### src/inc/pmv_defines.svh
`ifndef PMV_DEFINES_SVH
`define PMV_DEFINES_SVH

// Vector table geometry
`define PMV_VEC_COUNT 32
`define PMV_VEC_TOP_ADDR 16'hFFFE
`define PMV_VEC_LOW_ADDR 16'hFFC0
`define PMV_VEC_UNUSED 5'h1F

// Vector numbers of the wired sources and the two empty vectors
`define PMV_VEC_MOD_TIMER 5'h1A
`define PMV_VEC_REALTIME 5'h19
`define PMV_VEC_TWO_WIRE 5'h18
`define PMV_VEC_CONVERTER 5'h17
`define PMV_VEC_NONE_22 5'h16
`define PMV_VEC_PORT_B 5'h15
`define PMV_VEC_PORT_A 5'h14
`define PMV_VEC_NONE_19 5'h13
`define PMV_VEC_SER_TX 5'h12
`define PMV_VEC_SER_RX 5'h11
`define PMV_VEC_SER_ERR 5'h10
`define PMV_VEC_SPI 5'h0F
`define PMV_VEC_PWM2_OVF 5'h0E
`define PMV_VEC_PWM2_CH1 5'h0D

// Reset values
`define PMV_RST_VEC_NUM 5'h00
`define PMV_RST_VEC_ADDR 16'hFFFE

`endif

### src/inc/pmv_pkg.sv
package pmv_pkg;

    typedef enum logic [1:0] {
        PMV_MODE_RUN,
        PMV_MODE_BGND,
        PMV_MODE_WAIT,
        PMV_MODE_STOP
    } pmv_mode_e;

    typedef enum logic [2:0] {
        PMV_CMD_MEM,
        PMV_CMD_MEM_STAT,
        PMV_CMD_DBG_REG,
        PMV_CMD_BACKGROUND,
        PMV_CMD_CPU_REG,
        PMV_CMD_TRACE,
        PMV_CMD_GO,
        PMV_CMD_RSVD
    } pmv_cmd_e;

    typedef logic [4:0] pmv_vec_t;
    typedef logic [15:0] pmv_addr_t;

endpackage

### src/inc/pmv_irq_if.sv
`timescale 1ns/1ps
interface pmv_irq_if;
    logic [31:0] req;
    logic pend;
    logic [4:0] vec_num;
    logic [15:0] vec_addr;

    modport ctrl (output req, input pend, vec_num, vec_addr);
    modport arb (input req, output pend, vec_num, vec_addr);
endinterface

### src/rtl/pmv_vector_arb.sv
`timescale 1ns/1ps
`include "pmv_defines.svh"
module pmv_vector_arb import pmv_pkg::*; (
    pmv_irq_if.arb irq // Vector requests in, winner out
);

    // Lowest vector number has the highest priority
    function automatic pmv_vec_t pick_vec(input logic [31:0] req);
        pmv_vec_t num;
        num = `PMV_VEC_UNUSED;
        for (int i = 31; i >= 0; i--) begin
            if (req[i]) begin
                num = 5'(i);
            end
        end
        return num;
    endfunction

    function automatic pmv_addr_t vec_addr(input pmv_vec_t num);
        return `PMV_VEC_TOP_ADDR - {10'h000, num, 1'b0};
    endfunction

    always_comb begin
        irq.pend = |irq.req;
        irq.vec_num = pick_vec(irq.req);
        irq.vec_addr = vec_addr(irq.vec_num);
    end

endmodule // pmv_vector_arb

### src/rtl/pmv_top.sv
`timescale 1ns/1ps
`include "pmv_defines.svh"
// Overview of operation
// - Non-intrusive debug commands work in run, background
// - CPU register, trace, go only in background
// - Wait instruction stops the CPU clock
// - Entering wait clears the interrupt mask
// - Interrupt ends wait, starting the stacking sequence
// - Wait accepts only background and status-memory commands
// - Status-memory in wait/stop: no access, error status
// - Background command wakes wait into background mode
// - Stop instruction enters stop only if allowed
// - Stop halts bus and CPU clocks
// - Reference clocks may keep running in stop
// - Two-byte vector pairs, vector 31 lowest, unused
// - Modulo timer overflow requests vector 26
// - Real-time counter requests vector 25
// - Two-wire module requests vector 24
// - Converter requests 23; vectors 22, 19 empty
// - Port B requests 21, port A 20
// - Serial transmit sources request vector 18
// - Serial receive sources request vector 17
// - Serial error sources request vector 16
// - SPI sources request vector 15
// - Second PWM timer: overflow 14, channel 13
// - Lower vector number wins; reset vector highest
module pmv_top import pmv_pkg::*; (
    input wire logic core_clk, // 50 MHz core clock
    input wire logic rst_n, // Async reset, active low
    input wire logic debug_mode_pin, // Debug pin level, low selects background at reset
    input wire logic wait_exec, // CPU executed wait, one-cycle pulse
    input wire logic stop_exec, // CPU executed stop, one-cycle pulse
    input wire logic halt_allow_bit, // Stop permitted, from system options
    input wire logic stop_deep_sel, // Selects the deeper of the two stop modes
    input wire logic ref_keep_cfg, // Clock generator keeps reference in stop
    input wire logic dbg_cmd_valid, // Decoded debug command strobe
    input wire logic [2:0] dbg_cmd, // Debug command code
    input wire logic count_overflow_flag, // Modulo timer
    input wire logic count_overflow_irq_en, // Modulo timer
    input wire logic realtime_irq_flag, // Real-time counter
    input wire logic realtime_irq_en, // Real-time counter
    input wire logic two_wire_irq_flag, // Two-wire module
    input wire logic two_wire_irq_en, // Two-wire module
    input wire logic conversion_done_flag, // Converter
    input wire logic converter_irq_en, // Converter
    input wire logic port_b_pin_irq_flag, // Port B pins
    input wire logic port_b_pin_irq_en, // Port B pins
    input wire logic port_a_pin_irq_flag, // Port A pins
    input wire logic port_a_pin_irq_en, // Port A pins
    input wire logic tx_buffer_empty_flag, // Serial port
    input wire logic tx_buffer_empty_irq_en, // Serial port
    input wire logic transmit_complete_flag, // Serial port
    input wire logic transmit_complete_irq_en, // Serial port
    input wire logic quiet_line_flag, // Serial port idle line
    input wire logic quiet_line_irq_en, // Serial port idle line
    input wire logic rx_full_flag, // Serial port
    input wire logic rx_full_irq_en, // Serial port
    input wire logic break_detect_flag, // Serial port
    input wire logic break_detect_irq_en, // Serial port
    input wire logic rx_pin_edge_flag, // Serial port
    input wire logic rx_pin_edge_irq_en, // Serial port
    input wire logic overrun_flag, // Serial port
    input wire logic overrun_irq_en, // Serial port
    input wire logic noise_flag, // Serial port
    input wire logic noise_irq_en, // Serial port
    input wire logic framing_err_flag, // Serial port
    input wire logic framing_err_irq_en, // Serial port
    input wire logic parity_err_flag, // Serial port
    input wire logic parity_err_irq_en, // Serial port
    input wire logic serial_transfer_done_flag, // SPI
    input wire logic mode_fault_flag, // SPI
    input wire logic serial_rx_irq_en, // SPI, shared by done and fault
    input wire logic serial_tx_empty_flag, // SPI
    input wire logic serial_tx_empty_irq_en, // SPI
    input wire logic pwm2_overflow_flag, // Second PWM timer
    input wire logic pwm2_overflow_irq_en, // Second PWM timer
    input wire logic channel_one_event_flag, // Second PWM timer
    input wire logic channel_one_irq_en, // Second PWM timer
    output logic [1:0] mode_q, // Current mode, pmv_mode_e coding
    output logic cpu_clk_en_q, // CPU clock gate enable
    output logic bus_clk_en_q, // Bus clock gate enable
    output logic ref_clk_run_q, // Reference clocks enabled
    output logic stop_deep_q, // Deep stop selected while in stop
    output logic imask_clear_q, // Clear interrupt mask, pulse
    output logic stack_start_q, // Start interrupt stacking, pulse
    output logic stop_refused_q, // Stop executed while not allowed, pulse
    output logic irq_pend_q, // Some vector pending
    output logic [4:0] irq_vec_num_q, // Winning vector number
    output logic [15:0] irq_vec_addr_q, // Winning vector high-byte address
    output logic dbg_exec_q, // Debug command executed, pulse
    output logic dbg_mem_en_q, // Debug memory access performed, pulse
    output logic dbg_err_q, // Status reports stop or wait, pulse
    output logic dbg_ignore_q, // Debug command ignored, pulse
    output logic trace_step_q // Trace one instruction, pulse
);

    pmv_irq_if irq ();

    pmv_vector_arb u_arb (
        .irq(irq.arb)
    );

    // Vector request mapping
    always_comb begin
        irq.req = '0;
        irq.req[`PMV_VEC_MOD_TIMER] = count_overflow_flag & count_overflow_irq_en;
        irq.req[`PMV_VEC_REALTIME] = realtime_irq_flag & realtime_irq_en;
        irq.req[`PMV_VEC_TWO_WIRE] = two_wire_irq_flag & two_wire_irq_en;
        irq.req[`PMV_VEC_CONVERTER] = conversion_done_flag & converter_irq_en;
        irq.req[`PMV_VEC_NONE_22] = 1'b0;
        irq.req[`PMV_VEC_NONE_19] = 1'b0;
        irq.req[`PMV_VEC_UNUSED] = 1'b0;
        irq.req[`PMV_VEC_PORT_B] = port_b_pin_irq_flag & port_b_pin_irq_en;
        irq.req[`PMV_VEC_PORT_A] = port_a_pin_irq_flag & port_a_pin_irq_en;
        irq.req[`PMV_VEC_SER_TX] = (tx_buffer_empty_flag & tx_buffer_empty_irq_en)
            | (transmit_complete_flag & transmit_complete_irq_en);
        irq.req[`PMV_VEC_SER_RX] = (quiet_line_flag & quiet_line_irq_en)
            | (rx_full_flag & rx_full_irq_en)
            | (break_detect_flag & break_detect_irq_en)
            | (rx_pin_edge_flag & rx_pin_edge_irq_en);
        irq.req[`PMV_VEC_SER_ERR] = (overrun_flag & overrun_irq_en)
            | (noise_flag & noise_irq_en)
            | (framing_err_flag & framing_err_irq_en)
            | (parity_err_flag & parity_err_irq_en);
        irq.req[`PMV_VEC_SPI] = ((serial_transfer_done_flag | mode_fault_flag) & serial_rx_irq_en)
            | (serial_tx_empty_flag & serial_tx_empty_irq_en);
        irq.req[`PMV_VEC_PWM2_OVF] = pwm2_overflow_flag & pwm2_overflow_irq_en;
        irq.req[`PMV_VEC_PWM2_CH1] = channel_one_event_flag & channel_one_irq_en;
    end

    // Debug pin synchroniser and strap capture
    logic pin_meta_q, pin_sync_q, strap_done_q;
    logic strap_done_d;

    // No reset: strap level must already be live at the capture edge
    always_ff @(posedge core_clk) begin
        pin_meta_q <= debug_mode_pin;
        pin_sync_q <= pin_meta_q;
    end

    // Mode machine
    pmv_mode_e mode_s_q, mode_s_d;
    logic cpu_clk_en_d, bus_clk_en_d, ref_clk_run_d, stop_deep_d;
    logic imask_clear_d, stack_start_d, stop_refused_d;
    logic dbg_exec_d, dbg_mem_en_d, dbg_err_d, dbg_ignore_d, trace_step_d;
    logic stop_deep_s_q, stop_deep_s_d;
    logic strap_wait_q, strap_wait_d;
    pmv_cmd_e cmd;

    function automatic logic cmd_non_intrusive(input pmv_cmd_e c);
        return (c == PMV_CMD_MEM) || (c == PMV_CMD_MEM_STAT)
            || (c == PMV_CMD_DBG_REG) || (c == PMV_CMD_BACKGROUND);
    endfunction

    function automatic logic cmd_active_bgnd(input pmv_cmd_e c);
        return (c == PMV_CMD_CPU_REG) || (c == PMV_CMD_TRACE) || (c == PMV_CMD_GO);
    endfunction

    always_comb begin
        cmd = pmv_cmd_e'(dbg_cmd);
        mode_s_d = mode_s_q;
        stop_deep_s_d = stop_deep_s_q;
        strap_done_d = strap_done_q;
        strap_wait_d = strap_wait_q;
        imask_clear_d = 1'b0;
        stack_start_d = 1'b0;
        stop_refused_d = 1'b0;
        dbg_exec_d = 1'b0;
        dbg_mem_en_d = 1'b0;
        dbg_err_d = 1'b0;
        dbg_ignore_d = 1'b0;
        trace_step_d = 1'b0;
        // Pin sampled two edges after release, once synchroniser holds live data
        if (!strap_done_q) begin
            strap_wait_d = 1'b1;
            if (strap_wait_q) begin
                strap_done_d = 1'b1;
                if (!pin_sync_q) begin
                    mode_s_d = PMV_MODE_BGND;
                end
            end
        end else begin
            case (mode_s_q)
                PMV_MODE_RUN: begin
                    if (dbg_cmd_valid) begin
                        if (cmd_non_intrusive(cmd)) begin
                            dbg_exec_d = 1'b1;
                            dbg_mem_en_d = (cmd == PMV_CMD_MEM) || (cmd == PMV_CMD_MEM_STAT);
                            if (cmd == PMV_CMD_BACKGROUND) begin
                                mode_s_d = PMV_MODE_BGND;
                            end
                        end else begin
                            dbg_ignore_d = 1'b1;
                        end
                    end else if (wait_exec) begin
                        mode_s_d = PMV_MODE_WAIT;
                        imask_clear_d = 1'b1;
                    end else if (stop_exec) begin
                        if (halt_allow_bit) begin
                            mode_s_d = PMV_MODE_STOP;
                            stop_deep_s_d = stop_deep_sel;
                        end else begin
                            stop_refused_d = 1'b1;
                        end
                    end
                end
                PMV_MODE_BGND: begin
                    if (dbg_cmd_valid) begin
                        if (cmd_non_intrusive(cmd) || cmd_active_bgnd(cmd)) begin
                            dbg_exec_d = 1'b1;
                            dbg_mem_en_d = (cmd == PMV_CMD_MEM) || (cmd == PMV_CMD_MEM_STAT);
                            trace_step_d = (cmd == PMV_CMD_TRACE);
                            if (cmd == PMV_CMD_GO) begin
                                mode_s_d = PMV_MODE_RUN;
                            end
                        end else begin
                            dbg_ignore_d = 1'b1;
                        end
                    end
                end
                PMV_MODE_WAIT: begin
                    if (dbg_cmd_valid && cmd == PMV_CMD_BACKGROUND) begin
                        dbg_exec_d = 1'b1;
                        mode_s_d = PMV_MODE_BGND;
                    end else if (irq.pend) begin
                        mode_s_d = PMV_MODE_RUN;
                        stack_start_d = 1'b1;
                        dbg_ignore_d = dbg_cmd_valid && cmd != PMV_CMD_MEM_STAT;
                        dbg_err_d = dbg_cmd_valid && cmd == PMV_CMD_MEM_STAT;
                    end else if (dbg_cmd_valid) begin
                        if (cmd == PMV_CMD_MEM_STAT) begin
                            dbg_err_d = 1'b1;
                        end else begin
                            dbg_ignore_d = 1'b1;
                        end
                    end
                end
                PMV_MODE_STOP: begin
                    if (dbg_cmd_valid) begin
                        if (cmd == PMV_CMD_MEM_STAT) begin
                            dbg_err_d = 1'b1;
                        end else begin
                            dbg_ignore_d = 1'b1;
                        end
                    end
                    if (irq.pend) begin
                        mode_s_d = PMV_MODE_RUN;
                        stack_start_d = 1'b1;
                    end
                end
                default: begin
                    mode_s_d = PMV_MODE_RUN;
                end
            endcase
        end
        cpu_clk_en_d = (mode_s_d == PMV_MODE_RUN) || (mode_s_d == PMV_MODE_BGND);
        bus_clk_en_d = (mode_s_d != PMV_MODE_STOP);
        ref_clk_run_d = (mode_s_d != PMV_MODE_STOP) || ref_keep_cfg;
        stop_deep_d = (mode_s_d == PMV_MODE_STOP) && stop_deep_s_d;
    end

    always_ff @(posedge core_clk or negedge rst_n) begin
        if (!rst_n) begin
            mode_s_q <= PMV_MODE_RUN;
            stop_deep_s_q <= 1'b0;
            strap_done_q <= 1'b0;
            strap_wait_q <= 1'b0;
            mode_q <= 2'h0;
            cpu_clk_en_q <= 1'b1;
            bus_clk_en_q <= 1'b1;
            ref_clk_run_q <= 1'b1;
            stop_deep_q <= 1'b0;
            imask_clear_q <= 1'b0;
            stack_start_q <= 1'b0;
            stop_refused_q <= 1'b0;
            dbg_exec_q <= 1'b0;
            dbg_mem_en_q <= 1'b0;
            dbg_err_q <= 1'b0;
            dbg_ignore_q <= 1'b0;
            trace_step_q <= 1'b0;
        end else begin
            mode_s_q <= mode_s_d;
            stop_deep_s_q <= stop_deep_s_d;
            strap_done_q <= strap_done_d;
            strap_wait_q <= strap_wait_d;
            mode_q <= mode_s_d;
            cpu_clk_en_q <= cpu_clk_en_d;
            bus_clk_en_q <= bus_clk_en_d;
            ref_clk_run_q <= ref_clk_run_d;
            stop_deep_q <= stop_deep_d;
            imask_clear_q <= imask_clear_d;
            stack_start_q <= stack_start_d;
            stop_refused_q <= stop_refused_d;
            dbg_exec_q <= dbg_exec_d;
            dbg_mem_en_q <= dbg_mem_en_d;
            dbg_err_q <= dbg_err_d;
            dbg_ignore_q <= dbg_ignore_d;
            trace_step_q <= trace_step_d;
        end
    end

    // Vector dispatch registers
    logic irq_pend_d;
    pmv_vec_t irq_vec_num_d;
    pmv_addr_t irq_vec_addr_d;

    always_comb begin
        irq_pend_d = irq.pend;
        irq_vec_num_d = irq.vec_num;
        irq_vec_addr_d = irq.vec_addr;
    end

    always_ff @(posedge core_clk or negedge rst_n) begin
        if (!rst_n) begin
            irq_pend_q <= 1'b0;
            irq_vec_num_q <= `PMV_RST_VEC_NUM;
            irq_vec_addr_q <= `PMV_RST_VEC_ADDR;
        end else begin
            irq_pend_q <= irq_pend_d;
            irq_vec_num_q <= irq_vec_num_d;
            irq_vec_addr_q <= irq_vec_addr_d;
        end
    end

endmodule // pmv_top

### config.mk
export PLATFORM = sky130hd
export DESIGN_NAME = pmv_top
export DESIGN_NICKNAME = d
export VERILOG_FILES = /design/src/inc/pmv_pkg.sv /design/src/inc/pmv_irq_if.sv /design/src/rtl/pmv_vector_arb.sv /design/src/rtl/pmv_top.sv
export VERILOG_INCLUDE_DIRS = /design/src /design/src/inc
export SDC_FILE = /design/constraint.sdc
export NUM_CORES = 1
export LEC_CHECK = 0
export BUFFER_PORTS_ARGS = -buffer_cell sky130_fd_sc_hd__buf_4
export CAP_MARGIN = 20
export CORE_MARGIN = 2
export CORE_UTILIZATION = 35
export DETAILED_ROUTE_END_ITERATION = 7
export SLEW_MARGIN = 30
export SYNTH_ARGS = -nofsm -noshare
export SYNTH_HDL_FRONTEND = slang
export SYNTH_HIERARCHICAL = 1
export SYNTH_SLANG_ARGS = --single-unit
export TNS_END_PERCENT = 50
### constraint.sdc
create_clock -name core_clk -period 2 [get_ports core_clk]
set_input_delay 0.1 -clock core_clk [delete_from_list [all_inputs] [get_ports core_clk]]
set_output_delay 0.1 -clock core_clk [all_outputs]
set_load 0.02 [all_outputs]
* Yosys cells after proc, flatten, opt, wreduce, memory -nomap -nowiden
Index checks and enable logic that the tools add are counted.
** Storage, ports and cells
- ROM bits :: 0
- Logic and storage cells :: 162
- Input port bits :: 53
- Bits in registers :: 41
- Latch bits :: 0
- Memories kept :: 0
- RAM bits :: 0
- Output and inout bits :: 36
** Operators by class
- Reduce and logical (&&, ||, !) cells :: 16
- Add/subtract/negate cells :: 1
- Order comparisons :: 0
- Muxes and demuxes :: 82
- Bitwise operators :: 29
- $mul :: 0
- Divide/modulo/power cells :: 0
- Eq/ne operators :: 13
- Shifts and indexed selects :: 0
** Operators with widths (count)
- 2-to-1 mux 1 bit :: 50
- 2-to-1 mux 2 bit :: 14
- 2-to-1 mux 4 bit :: 6
- bitwise AND 1 bit :: 20
- 2-to-1 mux 5 bit :: 3
- OR reduction 12 bit :: 1
- equality test 3 bit, second input constant :: 3
- 2-to-1 mux 3 bit :: 3
- OR 1 bit :: 9
- logical OR 1 bit :: 8
- case mux 2 bit (4 select lines) :: 1
- subtractor 2 x 7 -> 8 bit, first input constant :: 1
- equality test 2 bit, second input constant :: 3
- equality test 3 x 2 -> 1 bit, second input constant :: 2
- case mux 1 bit (2 select lines) :: 3
- equality test 2 x 1 -> 1 bit, second input constant :: 2
- logical AND 1 bit :: 4
- logical NOT 2 bit :: 2
- case mux 1 bit (4 select lines) :: 1
- equality test 3 x 1 -> 1 bit, second input constant :: 1
- logical NOT 3 bit :: 1
- != test 3 x 1 -> 1 bit, second input constant :: 1
- case mux 1 bit (3 select lines) :: 1
- != test 2 bit, second input constant :: 1

* Depth between registers and ports, before layout
Gate-level depths: netlist (run 1).
- Depth in word-level cells :: 14
- Mapped depth :: 10
- Mapped depth without buffers :: 10

* Modules after synthesis
The synthesis (run 1) kept the hierarchy.
** By module, submodules not included
- pmv_top :: cells each 109, area each 1436.4 µm², instances 1
- pmv_vector_arb :: cells each 81, area each 473.0 µm², instances 1

* Least setup slack after synthesis (run 1)
Ideal clock, no wire load.
- Kind :: input -> register
- From :: in framing_err_flag
- To :: reg stop_deep_q
- Required time :: 1.935 ns
- Stages :: 9
- Slack :: 0.154 ns
- Library setup time :: 0.065 ns
- Arrival time :: 1.781 ns
- Buffers on the path :: 0
- Cell sequence :: a22oi_1 > nand2_1 > or4_4 > nor2_1 > nand4_1 > nand2_1 > o21ai_0 > a21boi_0 > o211a_1
** On the way
- Longest elaborated chain between the ends :: 10
** Ends and longest elaborated chain
- start: declaration :: line pmv_top.sv:66 : input wire logic framing_err_flag,
- bitwise AND 1 bit * :: line pmv_top.sv:123 : | (framing_err_flag & framing_err_irq_en)
- OR 1 bit * :: line pmv_top.sv:123
- OR 1 bit * :: line pmv_top.sv:124 : | (parity_err_flag & parity_err_irq_en);
- named net irq.req[16] :: line pmv_irq_if.sv:3 : logic [31:0] req;
- OR reduction 12 bit * :: line pmv_vector_arb.sv:24 : irq.pend = |irq.req;
- named net irq.pend :: line pmv_irq_if.sv:4 : logic pend;
- 2-to-1 mux 2 bit * :: line pmv_top.sv:225, pmv_top.sv:246
- 2-to-1 mux 2 bit :: line pmv_top.sv:222 : if (dbg_cmd_valid && cmd == PMV_CMD_BACKGROUND) begin
- case mux 2 bit (4 select lines) * :: line pmv_top.sv:183 : case (mode_s_q)
- 2-to-1 mux 2 bit * :: line pmv_top.sv:174 : if (!strap_done_q) begin
- equality test 2 bit * :: line pmv_top.sv:259 : stop_deep_d = (mode_s_d == PMV_MODE_STOP) && stop_deep_s_d;
- logical AND 1 bit * :: line pmv_top.sv:259
- named net stop_deep_d :: line pmv_top.sv:143 : logic cpu_clk_en_d, bus_clk_en_d, ref_clk_run_d, stop_deep_d;
- end signal: assignment :: line pmv_top.sv:290 : stop_deep_q <= stop_deep_d;
- end: declaration :: line pmv_top.sv:83 : output logic stop_deep_q,
Mark *: on every way through the listed nets, which the timed path passes. The rest lies on a longest branch.
A chain may end at the register's enable or synchronous reset.

* Worst setup path in the final report (run 1)
- From :: in overrun_flag
- To :: reg stop_deep_q
** On the way
- Longest elaborated chain between the ends :: 11
** Ends and longest elaborated chain
- start: declaration :: line pmv_top.sv:62 : input wire logic overrun_flag,
- bitwise AND 1 bit * :: line pmv_top.sv:121 : irq.req[`PMV_VEC_SER_ERR] = (overrun_flag & overrun_irq_en)
- OR 1 bit * :: line pmv_top.sv:122 : | (noise_flag & noise_irq_en)
- OR 1 bit * :: line pmv_top.sv:123
- OR 1 bit * :: line pmv_top.sv:124
- named net irq.req[16] :: line pmv_irq_if.sv:3
- OR reduction 12 bit * :: line pmv_vector_arb.sv:24
- named net irq.pend :: line pmv_irq_if.sv:4
- 2-to-1 mux 2 bit * :: line pmv_top.sv:225, pmv_top.sv:246
- 2-to-1 mux 2 bit :: line pmv_top.sv:222
- case mux 2 bit (4 select lines) * :: line pmv_top.sv:183
- 2-to-1 mux 2 bit * :: line pmv_top.sv:174
- equality test 2 bit * :: line pmv_top.sv:259
- logical AND 1 bit * :: line pmv_top.sv:259
- named net stop_deep_d :: line pmv_top.sv:143
Marks and branches as above.

==> results.json, run 1 <==
{
  "path_clk_slew_ns": 0.08,
  "yosysSeqAreaShare": 0.544,
  "ys_ff_latch": 41,
  "holdCritStartpoint": "dbg_cmd[1]",
  "cts.sinks": 41,
  "critPathMaxFanout": 4,
  "start_kind": "primary input",
  "slew_viol_final": 0,
  "cts_tree": "yes",
  "status": "complete, no violations",
  "die_w_um": 77.9,
  "fin_skew_ns": 0.00689,
  "cts_buffers": 5,
  "holdCritPathClass": "primary input to flip-flop",
  "sw_frac_of_total": 0.285,
  "rrSetupSlack_ns": 0.41,
  "path_cells": "buf_4 -> a22oi_1 -> nand2_1 -> or4_4 -> nor2_1 -> nand4_1 -> nand2_1 -> o21ai_0 -> a21boi_0 -> buf_4 -> o211a_1",
  "finalCriticalPeriod_ns": 1.80,
  "max_stage_delay_ns": 0.54,
  "grt_max_degree": 40,
  "grt_pass1_vias": 1589,
  "num_vias": 1730,
  "drv_cap": 0,
  "wire_per_inst_um": 9.60,
  "final_common_cell": "buf_4",
  "ctsResizeCount": 0,
  "max_freq_ghz": 0.557,
  "avgSynthCellArea_sq_um": 10.0,
  "drt-initial-drc-count": 34,
  "grt-ovfl-total": 0,
  "p_seq_frac": 0.490,
  "die_h_um": 77.9,
  "synth_edf_count": 0,
  "cts_root_buf": "clkbuf_8",
  "routed_wl_um": 4060,
  "antenna_found_initial": 0,
  "p_clk_frac": 0.270,
  "worst_setup_path_end_kind": "flip-flop",
  "areaGrowthSynthToFinish_pct": 57.7,
  "clock_latency_ns": 0.29,
  "hold_viol": 0,
  "grt_pass1_wl_um": 6910,
  "io_pins": 89,
  "power_density_nw_per_um2": 641,
  "grt.total_usage": 0.142,
  "yosysTopAreaCell": "dfrtp_1",
  "nFillCells": 466,
  "comb_power_share": 0.240,
  "setup_violations": 0,
  "globalplace.congestion": 0.764,
  "synth_top_area_share": 0.275,
  "cp.arrival_ns": 2.03,
  "htree_levels": 2,
  "rsz0062_at_grt": "no",
  "portBuffers": 88,
  "dpl.hpwl_um": 3290,
  "critPathTopFamily": "simple AND/OR/NAND/NOR gates",
  "p_sw_uw": 551,
  "cp_slowest_cell": "or4_4",
  "ant_nets": 0,
  "final_cell_mix": "buf_4, conb_1, nor2_1",
  "post-cts-setup-buffers": 0,
  "syn_inst": 190,
  "internal_power_mw": 1.38,
  "synth_ff_type": "dfrtp_1",
  "r2r-start": "mode_s_q[0]",
  "crit_type": "primary input to flip-flop",
  "core_sq_um": 5170,
  "synth_area_leaders": "dfrtp_1, dfstp_2, buf_4",
  "clk_path_buf_depth": 2,
  "crit_required_ns": 2.23,
  "worst_slew_pin_slew_ns": 0.495,
  "startpoint": "overrun_flag",
  "yosys_warnings": 6,
  "drive_above_1_share": 0.363,
  "drtPass1Iterations": 4,
  "syn_area_sq_um": 1910,
  "num_antenna_cells": 0,
  "ys_types": 41,
  "vias_per_cell": 4.09,
  "critPathBufInv": 2,
  "finalCritPeriodShare": 0.898,
  "placed_cells": 411,
  "drc_errors": 0,
  "rows": 26,
  "ir_drop_mv": 0.282,
  "async_reset_ff_frac": 0.951,
  "dieArea_sq_um": 6060,
  "fin_tns_setup_ns": 0,
  "final_cells": 423,
  "timing.slew.headroom": 0.667,
  "initial_utilization": 0.369,
  "leakagePower_nw": 1.52,
  "nets": 405
}
## kinds of logic (layout without fill, tap and decap cells)
| logic type | count (synthesis) | after routing | synth area share |
|---|---|---|---|
| other | 3 | 69 | 0.00590 |
| flip-flops | 41 | 41 | 0.544 |
| AND/OR/NAND/NOR | 83 | 83 | 0.230 |
| multiplexers | 1 | 1 | 0.00590 |
| buffers and inverters | 21 | 118 | 0.0636 |
| AO/OA/AOI/OAI | 41 | 41 | 0.151 |
## registers in the layout, indices dropped and copies added (netlist names)
register        cells
irq_vec_addr_q     16
irq_vec_num_q       5
mode_s_q            2
bus_clk_en_q        1
cpu_clk_en_q        1
dbg_err_q           1
dbg_exec_q          1
dbg_ignore_q        1
dbg_mem_en_q        1
imask_clear_q       1
irq_pend_q          1
pin_meta_q          1
pin_sync_q          1
ref_clk_run_q       1
stack_start_q       1
stop_deep_q         1
stop_deep_s_q       1
stop_refused_q      1
strap_done_q        1
strap_wait_q        1
trace_step_q        1
## final cells by class
type / count / area, sq um / area share
multi-input combinational: 194 / 997 / 0.331
clock buffer: 5 / 68.8 / 0.0229
clock inverter: 3 / 17.5 / 0.00582
tap: 70 / 87.6 / 0.0291
inverter: 9 / 33.8 / 0.0112
sequential: 41 / 1040 / 0.345
timing repair buffer: 101 / 768 / 0.255
## metrics by stage
step | setup slack, ns | hold slack, ns | total power [mW] | cell area (sq um) | util
2_1_floorplan | 0.154 | -0.196 | 1.20 | 2160 | -
3_5_place_dp | -0.0994 | 0.0925 | 1.42 | 2890 | 0.558
4_1_cts | 0.204 | 0.0112 | 1.95 | 3010 | 0.582
6_report | 0.204 | 0.0249 | 1.93 | 3010 | 0.582
5_1_grt | 0.0425 | 0.0218 | 2.04 | 3010 | 0.582
3_3_place_gp | -0.104 | 0.0911 | 1.42 | 2890 | 0.558
## power by group through the flow
stage          combinational [mW]  clock (mW)  sequential, mW
6_report                    0.463       0.522           0.946
5_1_grt                     0.513       0.573           0.956
4_1_cts                     0.464       0.538           0.946
3_5_place_dp                0.457           0           0.961
3_3_place_gp                0.454           0           0.962
2_1_floorplan               0.184           0            1.02
## what timing repair did
action	CTS	global route
endpoints found under the setup margin	0	0
hold buffers	4	0
hold endpoints to repair	24	0
## per-layer routing
| metal | part of all wire | up-vias | global-route usage |
|---|---|---|---|
| li1 | - | 914 | - |
| met1 | 0.45 | 741 | 0.182 |
| met2 | 0.46 | 71 | 0.231 |
| met3 | 0.085 | 4 | 0.0395 |
| met4 | 0.011 | 0 | 0.0482 |
| met5 | 0 | - | 0 |
## path summary, 6_finish.rpt
| path | to | cells past startpoint |
|---|---|---|
| max | stop_deep_q | 11 |
| min | dbg_err_q | 2 |
| max reg2reg | stop_deep_q | 4 |
| min reg2reg | pin_sync_q | 0 |
| max in group asynchronous | irq_vec_addr_q[7] | 2 |
| min in group asynchronous | irq_vec_num_q[1] | 2 |
## synth_stat cells, drive strengths merged, types with 2 or more instances
cell / count
conb: 3
and2: 9
a22oi: 4
dfrtp: 21
or3: 2
nand3: 4
o211ai: 3
o21ai: 7
nand2b: 4
nor4: 7
o21bai: 4
nand2: 14
nand4: 3
dfxtp: 2
a21oi: 8
o21a: 2
or4: 2
dfstp: 18
nor2: 22
or2: 3
o211a: 2
nor2b: 7
a221o: 3
buf: 12
inv: 9
nor3: 3
(Power assumes the default switching activity.)
==> run 2: changes to the inputs <==
--- a/config.mk
+++ b/config.mk
@@ -8,9 +8,12 @@
 export LEC_CHECK = 0
 export BUFFER_PORTS_ARGS = -buffer_cell sky130_fd_sc_hd__buf_4
 export CAP_MARGIN = 20
+export CELL_PAD_IN_SITES_DETAIL_PLACEMENT = 1
+export CELL_PAD_IN_SITES_GLOBAL_PLACEMENT = 2
 export CORE_MARGIN = 2
-export CORE_UTILIZATION = 35
+export CORE_UTILIZATION = 27
 export DETAILED_ROUTE_END_ITERATION = 7
+export PLACE_DENSITY_LB_ADDON = 0.1
 export SLEW_MARGIN = 30
 export SYNTH_ARGS = -nofsm -noshare
 export SYNTH_HDL_FRONTEND = slang
==> run 2 against run 1 <==
Compared with the run above:
- total power increased by 1.7%
- flip-flop and latch count unchanged
- first-iteration DRC count decreased by 35%
- clock power increased by 4.4%
- die area increased by 28%
- critical path type unchanged
- critical endpoint unchanged
==> results.json, run 2 (synthesis results as in run 1) <==
{
  "reg2reg_to": "stop_deep_q",
  "holdCritStartpoint": "dbg_cmd[1]",
  "p_sw_uw": 539,
  "internal_power_mw": 1.42,
  "drc_errors": 0,
  "critPathMaxFanout": 5,
  "min_to": "dbg_err_q",
  "htree_levels": 2,
  "crit_type": "primary input to flip-flop",
  "comb_power_share": 0.241,
  "portBuffers": 88,
  "grtUsageMet3": 0.0283,
  "finalCritPeriodShare": 0.914,
  "stdcell_area_sq_um": 3070,
  "ir_drop_mv": 0.256,
  "cts_tree": "yes",
  "leakagePower_nw": 1.53,
  "largest_register": "irq_vec_addr_q",
  "num_vias": 1818,
  "max_freq_ghz": 0.547,
  "wire_per_inst_um": 10.3,
  "setup_violations": 0,
  "finish.utilization": 0.449,
  "fin_tns_setup_ns": 0,
  "cts_root_buf": "clkbuf_8",
  "final_common_cell": "buf_4",
  "worst_setup_path_end_kind": "flip-flop",
  "initial_utilization": 0.279,
  "fin_skew_ns": 0.00495,
  "status": "complete, no violations",
  "drv_cap": 0,
  "hold_viol": 0,
  "dpl_cell_area_sq_um": 2930,
  "core_sq_um": 6830,
  "antenna_found_initial": 0,
  "hold_depth": 2,
  "ant_nets": 0,
  "clk_path_buf_depth": 2,
  "grt-ovfl-total": 0,
  "rrSetupSlack_ns": 0.42,
  "sw_frac_of_total": 0.275,
  "p_seq_frac": 0.482,
  "largest_reg_flops": 16,
  "num_antenna_cells": 0,
  "drive_above_1_share": 0.369,
  "grt.met1_usage": 0.138,
  "die_w_um": 88.1,
  "drtPass1Iterations": 4,
  "start_kind": "primary input",
  "rows": 30,
  "drt-initial-drc-count": 22,
  "whs_ns": 0.0317,
  "holdCritPathClass": "primary input to flip-flop",
  "grt_use_met2": 0.222,
  "dieArea_sq_um": 7760,
  "top_usage_layer": "met2",
  "crit_required_ns": 2.23,
  "clock_latency_ns": 0.28,
  "routed_wl_um": 4670,
  "grt_pass1_wl_um": 7330,
  "cts_buffers": 5,
  "path_clk_slew_ns": 0.08,
  "reg_top3": "irq_vec_addr_q (16), irq_vec_num_q (5), mode_s_q (2)",
  "grt.total_usage": 0.120,
  "grt_pass1_vias": 1713,
  "areaGrowthSynthToFinish_pct": 60.8,
  "die_h_um": 88.1,
  "cp.arrival_ns": 2.06,
  "grt_max_degree": 40,
  "vias_per_cell": 4.03,
  "cts.sinks": 41,
  "rr_worst_depth": 4,
  "io_pins": 89,
  "p_clk_frac": 0.277,
  "dpl.hpwl_um": 3880,
  "slew_viol_final": 0,
  "power_density_nw_per_um2": 639,
  "nets": 407,
  "finalCriticalPeriod_ns": 1.83,
  "nFillCells": 850,
  "r2r-start": "mode_s_q[0]",
  "globalplace.congestion": 0.730,
  "final_cell_mix": "buf_4, conb_1, nor2_1"
}
-- run 2: cell types whose count changed in the layout (fill, tap and decap cells not counted), sizes merged --
cell and change:
buf +3, clkbuf +2, dlygate4sd3 -1, clkinv -2
-- run 2: power by group through the flow --
stage               Combinational (mW)  Sequential (mW)  Clock (mW)
floorplan                        0.184             1.02           0
global placement                 0.460            0.962           0
detailed placement               0.467            0.963           0
CTS                              0.473            0.947       0.569
global route                     0.525            0.955       0.608
finish                           0.472            0.946       0.545
-- run 2: metrics by stage --
step	instances	power, mW	setup WS, ns
3_5_place_dp	438	1.43	-0.159
4_1_cts	449	1.99	0.143
2_1_floorplan	256	1.20	0.154
6_report	451	1.96	0.172
5_1_grt	451	2.09	-0.0658
3_3_place_gp	438	1.42	-0.104
-- run 2: worst max-delay path by stage --
stage | start | endpoint | cells after the start
after floorplan | framing_err_flag | stop_deep_q | 9
after global placement | overrun_flag | stop_deep_q | 11
after detailed placement | overrun_flag | stop_deep_q | 11
after CTS | overrun_flag | stop_deep_q | 11
after global routing | mode_fault_flag | stop_deep_q | 13
final | overrun_flag | stop_deep_q | 10
-- run 2: cell type report --
cell class                      instances  area [sq um]  share of cell area
Clock buffer                            7          86.3              0.0281
Clock inverter                          1          7.51             0.00244
Inverter                                9          33.8              0.0110
Multi-Input combinational cell        194          1000               0.327
Sequential cell                        41          1040               0.338
Tap cell                               96           120              0.0391
Timing Repair Buffer                  103           781               0.254
-- run 2: routing by layer --
layer  vias to the layer above  share of wire
met5                         -              0
met4                         0         0.0094
met3                         4          0.065
met2                        68           0.54
met1                       830           0.39
li1                        916              -
-- run 2: worst max-delay path: stages --
cell	delay, ns
buf_4	0.11
a22oi_1	0.21
nand2_1	0.10
or4_4	0.54
nor2_1	0.15
nand4_1	0.16
buf_4	0.17
nor2b_1	0.10
a221o_1	0.24
o211a_1	0.17
-- run 2: what timing repair did --
| action | CTS | global route |
|---|---|---|
| hold endpoints to repair | 23 | 0 |
| setup buffers | 0 | 2 |
| hold buffers | 3 | 0 |
| endpoints found under the setup margin | 0 | 4 |
| resized for setup | 0 | 2 |
==> run 3: changes to the inputs <==
--- a/config.mk
+++ b/config.mk
@@ -6,13 +6,15 @@
 export SDC_FILE = /design/constraint.sdc
 export NUM_CORES = 1
 export LEC_CHECK = 0
+export ABC_AREA = 1
 export BUFFER_PORTS_ARGS = -buffer_cell sky130_fd_sc_hd__buf_4
 export CAP_MARGIN = 20
 export CELL_PAD_IN_SITES_DETAIL_PLACEMENT = 1
 export CELL_PAD_IN_SITES_GLOBAL_PLACEMENT = 2
 export CORE_MARGIN = 2
-export CORE_UTILIZATION = 27
+export CORE_UTILIZATION = 25
 export DETAILED_ROUTE_END_ITERATION = 7
+export HOLD_SLACK_MARGIN = 0.1
 export PLACE_DENSITY_LB_ADDON = 0.1
 export SLEW_MARGIN = 30
 export SYNTH_ARGS = -nofsm -noshare
==> run 3 against run 2 <==
Compared with the run above:
- final area rose by 3.2%
- largest power group unchanged
- via count grew 6.9%
- non-clock buffer count decreased by 3
- total power is 15% higher
- utilization fell by 6.0 points
- critical path depth fell by 4
- synthesized cell count increased by 42%
- sequential power increased by 7%
==> results.json, run 3 <==
{
  "rows": 33,
  "globalplace.congestion": 0.731,
  "antenna_found_initial": 0,
  "cts_buffers": 5,
  "crit_required_ns": 2.24,
  "grtUsageMet3": 0.0419,
  "nets": 468,
  "areaGrowthSynthToFinish_pct": 52.8,
  "synth_area_leaders": "dfrtp_1, dfstp_2, nand2_1",
  "dpl_cell_area_sq_um": 2960,
  "fin_tns_setup_ns": 0,
  "drv_cap": 0,
  "core_sq_um": 8130,
  "stdcell_area_sq_um": 3170,
  "grt.total_usage": 0.115,
  "yosysTopAreaCell": "dfrtp_1",
  "vias_per_cell": 3.73,
  "async_reset_ff_frac": 0.951,
  "synthTopCellsByCount": "nand2_1, inv_1, dfrtp_1",
  "cts.sinks": 41,
  "syn_inst": 270,
  "status": "complete, no violations",
  "yosysMostFrequentCell": "nand2_1",
  "worst_setup_path_end_kind": "flip-flop",
  "startpoint": "mode_s_q[1]",
  "reg2reg_to": "imask_clear_q",
  "rr_worst_depth": 6,
  "ctsResizeCount": 0,
  "grt_pass1_wl_um": 8220,
  "final_cell_mix": "buf_4, nand2_1, inv_1",
  "drive_above_1_share": 0.327,
  "htree_levels": 2,
  "slew_viol_final": 0,
  "num_antenna_cells": 0,
  "cts_tree": "yes",
  "finalCritPeriodShare": 0.799,
  "max_freq_ghz": 0.626,
  "rsz0062_at_grt": "no",
  "largest_register": "irq_vec_addr_q",
  "start_kind": "flip-flop",
  "clock_latency_ns": 0.30,
  "cp_slowest_cell": "dlygate4sd3_1",
  "top_usage_layer": "met2",
  "hold_viol": 0,
  "grt.met1_usage": 0.138,
  "nFillCells": 1042,
  "die_h_um": 95.1,
  "syn_area_sq_um": 2070,
  "grt_use_met2": 0.201,
  "drt-initial-drc-count": 25,
  "num_vias": 1943,
  "r2r-start": "mode_s_q[1]",
  "drc_errors": 0,
  "portBuffers": 88,
  "clk_path_buf_depth": 2,
  "largest_reg_flops": 16,
  "leakagePower_nw": 1.75,
  "synth_ff_type": "dfrtp_1",
  "path_cells": "inv_2 -> nand2_2 -> nor2_2 -> nand2_1 -> nor2_1 -> dlygate4sd3_1",
  "synth_edf_count": 0,
  "drtPass1Iterations": 3,
  "initial_utilization": 0.255,
  "yosys_warnings": 6,
  "dpl.hpwl_um": 4070,
  "regArea_sq_um": 1040,
  "final_common_cell": "buf_4",
  "routed_wl_um": 5000,
  "rrSetupSlack_ns": 0.40,
  "path_clk_slew_ns": 0.09,
  "io_pins": 89,
  "grt_pass1_vias": 1954,
  "ys_ff_latch": 41,
  "ys_types": 28,
  "multiInputGateArea_sq_um": 903,
  "ant_nets": 0,
  "wire_per_inst_um": 9.60,
  "crit_path_end": "imask_clear_q",
  "avgSynthCellArea_sq_um": 7.68,
  "die_w_um": 95.1,
  "finalCriticalPeriod_ns": 1.60,
  "critPathMaxFanout": 8,
  "power_density_nw_per_um2": 711,
  "grt-ovfl-total": 0,
  "dieArea_sq_um": 9040,
  "finish.utilization": 0.389,
  "setup_violations": 0,
  "cts_root_buf": "clkbuf_8",
  "fin_skew_ns": 0.00786,
  "reg_top3": "irq_vec_addr_q (16), irq_vec_num_q (5), mode_s_q (2)",
  "cp.arrival_ns": 1.84,
  "yosysSeqAreaShare": 0.501,
  "holdCritPathClass": "primary input to flip-flop",
  "max_stage_delay_ns": 0.54,
  "crit_type": "flip-flop to flip-flop",
  "ir_drop_mv": 0.360,
  "grt_max_degree": 40,
  "synth_top_area_share": 0.253
}
==> run 3: worst min-delay path by stage <==
| stage | endpoint | startpoint | slack [ns] | depth (start not counted) |
|---|---|---|---|---|
| finish | dbg_err_q | dbg_cmd[0] | 0.19 | 5 |
| global route | stop_deep_s_q | wait_exec | 0.23 | 5 |
| CTS | dbg_err_q | dbg_cmd[0] | 0.18 | 5 |
| detailed placement | dbg_mem_en_q | rst_n | 0.10 | 1 |
| global placement | stack_start_q | rst_n | 0.1 | 1 |
| floorplan | dbg_err_q | rst_n | -0.20 | 0 |
==> run 3: power by group <==
group	leakage (nW)	total [mW]	internal [mW]	switching, mW
logic	1.24	0.698	0.303	0.395
registers	0.469	1.01	0.941	0.0677
clock network	0.0489	0.548	0.248	0.300
==> run 3: layer usage <==
layer	up-vias	wire (um)
met4	0	36
met5	-	0
met2	40	2510
met1	871	2140
li1	1027	-
met3	5	321
==> run 3: logic make-up (layout without fill, tap and decap cells) <==
kind of cell | after synthesis | count (layout) | synth area share
other | 3 | 53 | 0.00543
AND/OR/NAND/NOR | 137 | 137 | 0.290
AO/OA/AOI/OAI | 17 | 17 | 0.0495
flip-flops | 41 | 41 | 0.501
buffers and inverters | 72 | 168 | 0.154
==> run 3: worst max-delay path, delay by kind of cell (launching register included) <==
kind | cells | cell delay [ns]
buffers and inverters | 2 | 0.73
DFF | 1 | 0.48
and+or+nand+nor | 4 | 0.34
==> run 3: timing repair <==
action	CTS	global route
buffers inserted	0	0
hold buffers	12	0
hold endpoints to repair	29	0
==> run 3: layout make-up <==
type,count,area share
clock buffers,5,0.0217
clock inverters,3,0.00632
inverters,60,0.0711
multi-input cells,207,0.285
flip-flops and latches,41,0.328
well taps,105,0.0415
repair buffers,100,0.246
==> run 3: metrics by stage <==
step           total power [mW]  std cells  setup WS, ns  hold WS, ns
2_1_floorplan              1.42        320         0.551       -0.196
3_3_place_gp               1.70        501         0.239       0.0990
3_5_place_dp               1.71        501         0.174        0.102
4_1_cts                    2.30        521         0.404        0.182
5_1_grt                    2.42        521         0.203        0.233
6_report                   2.25        521         0.402        0.186
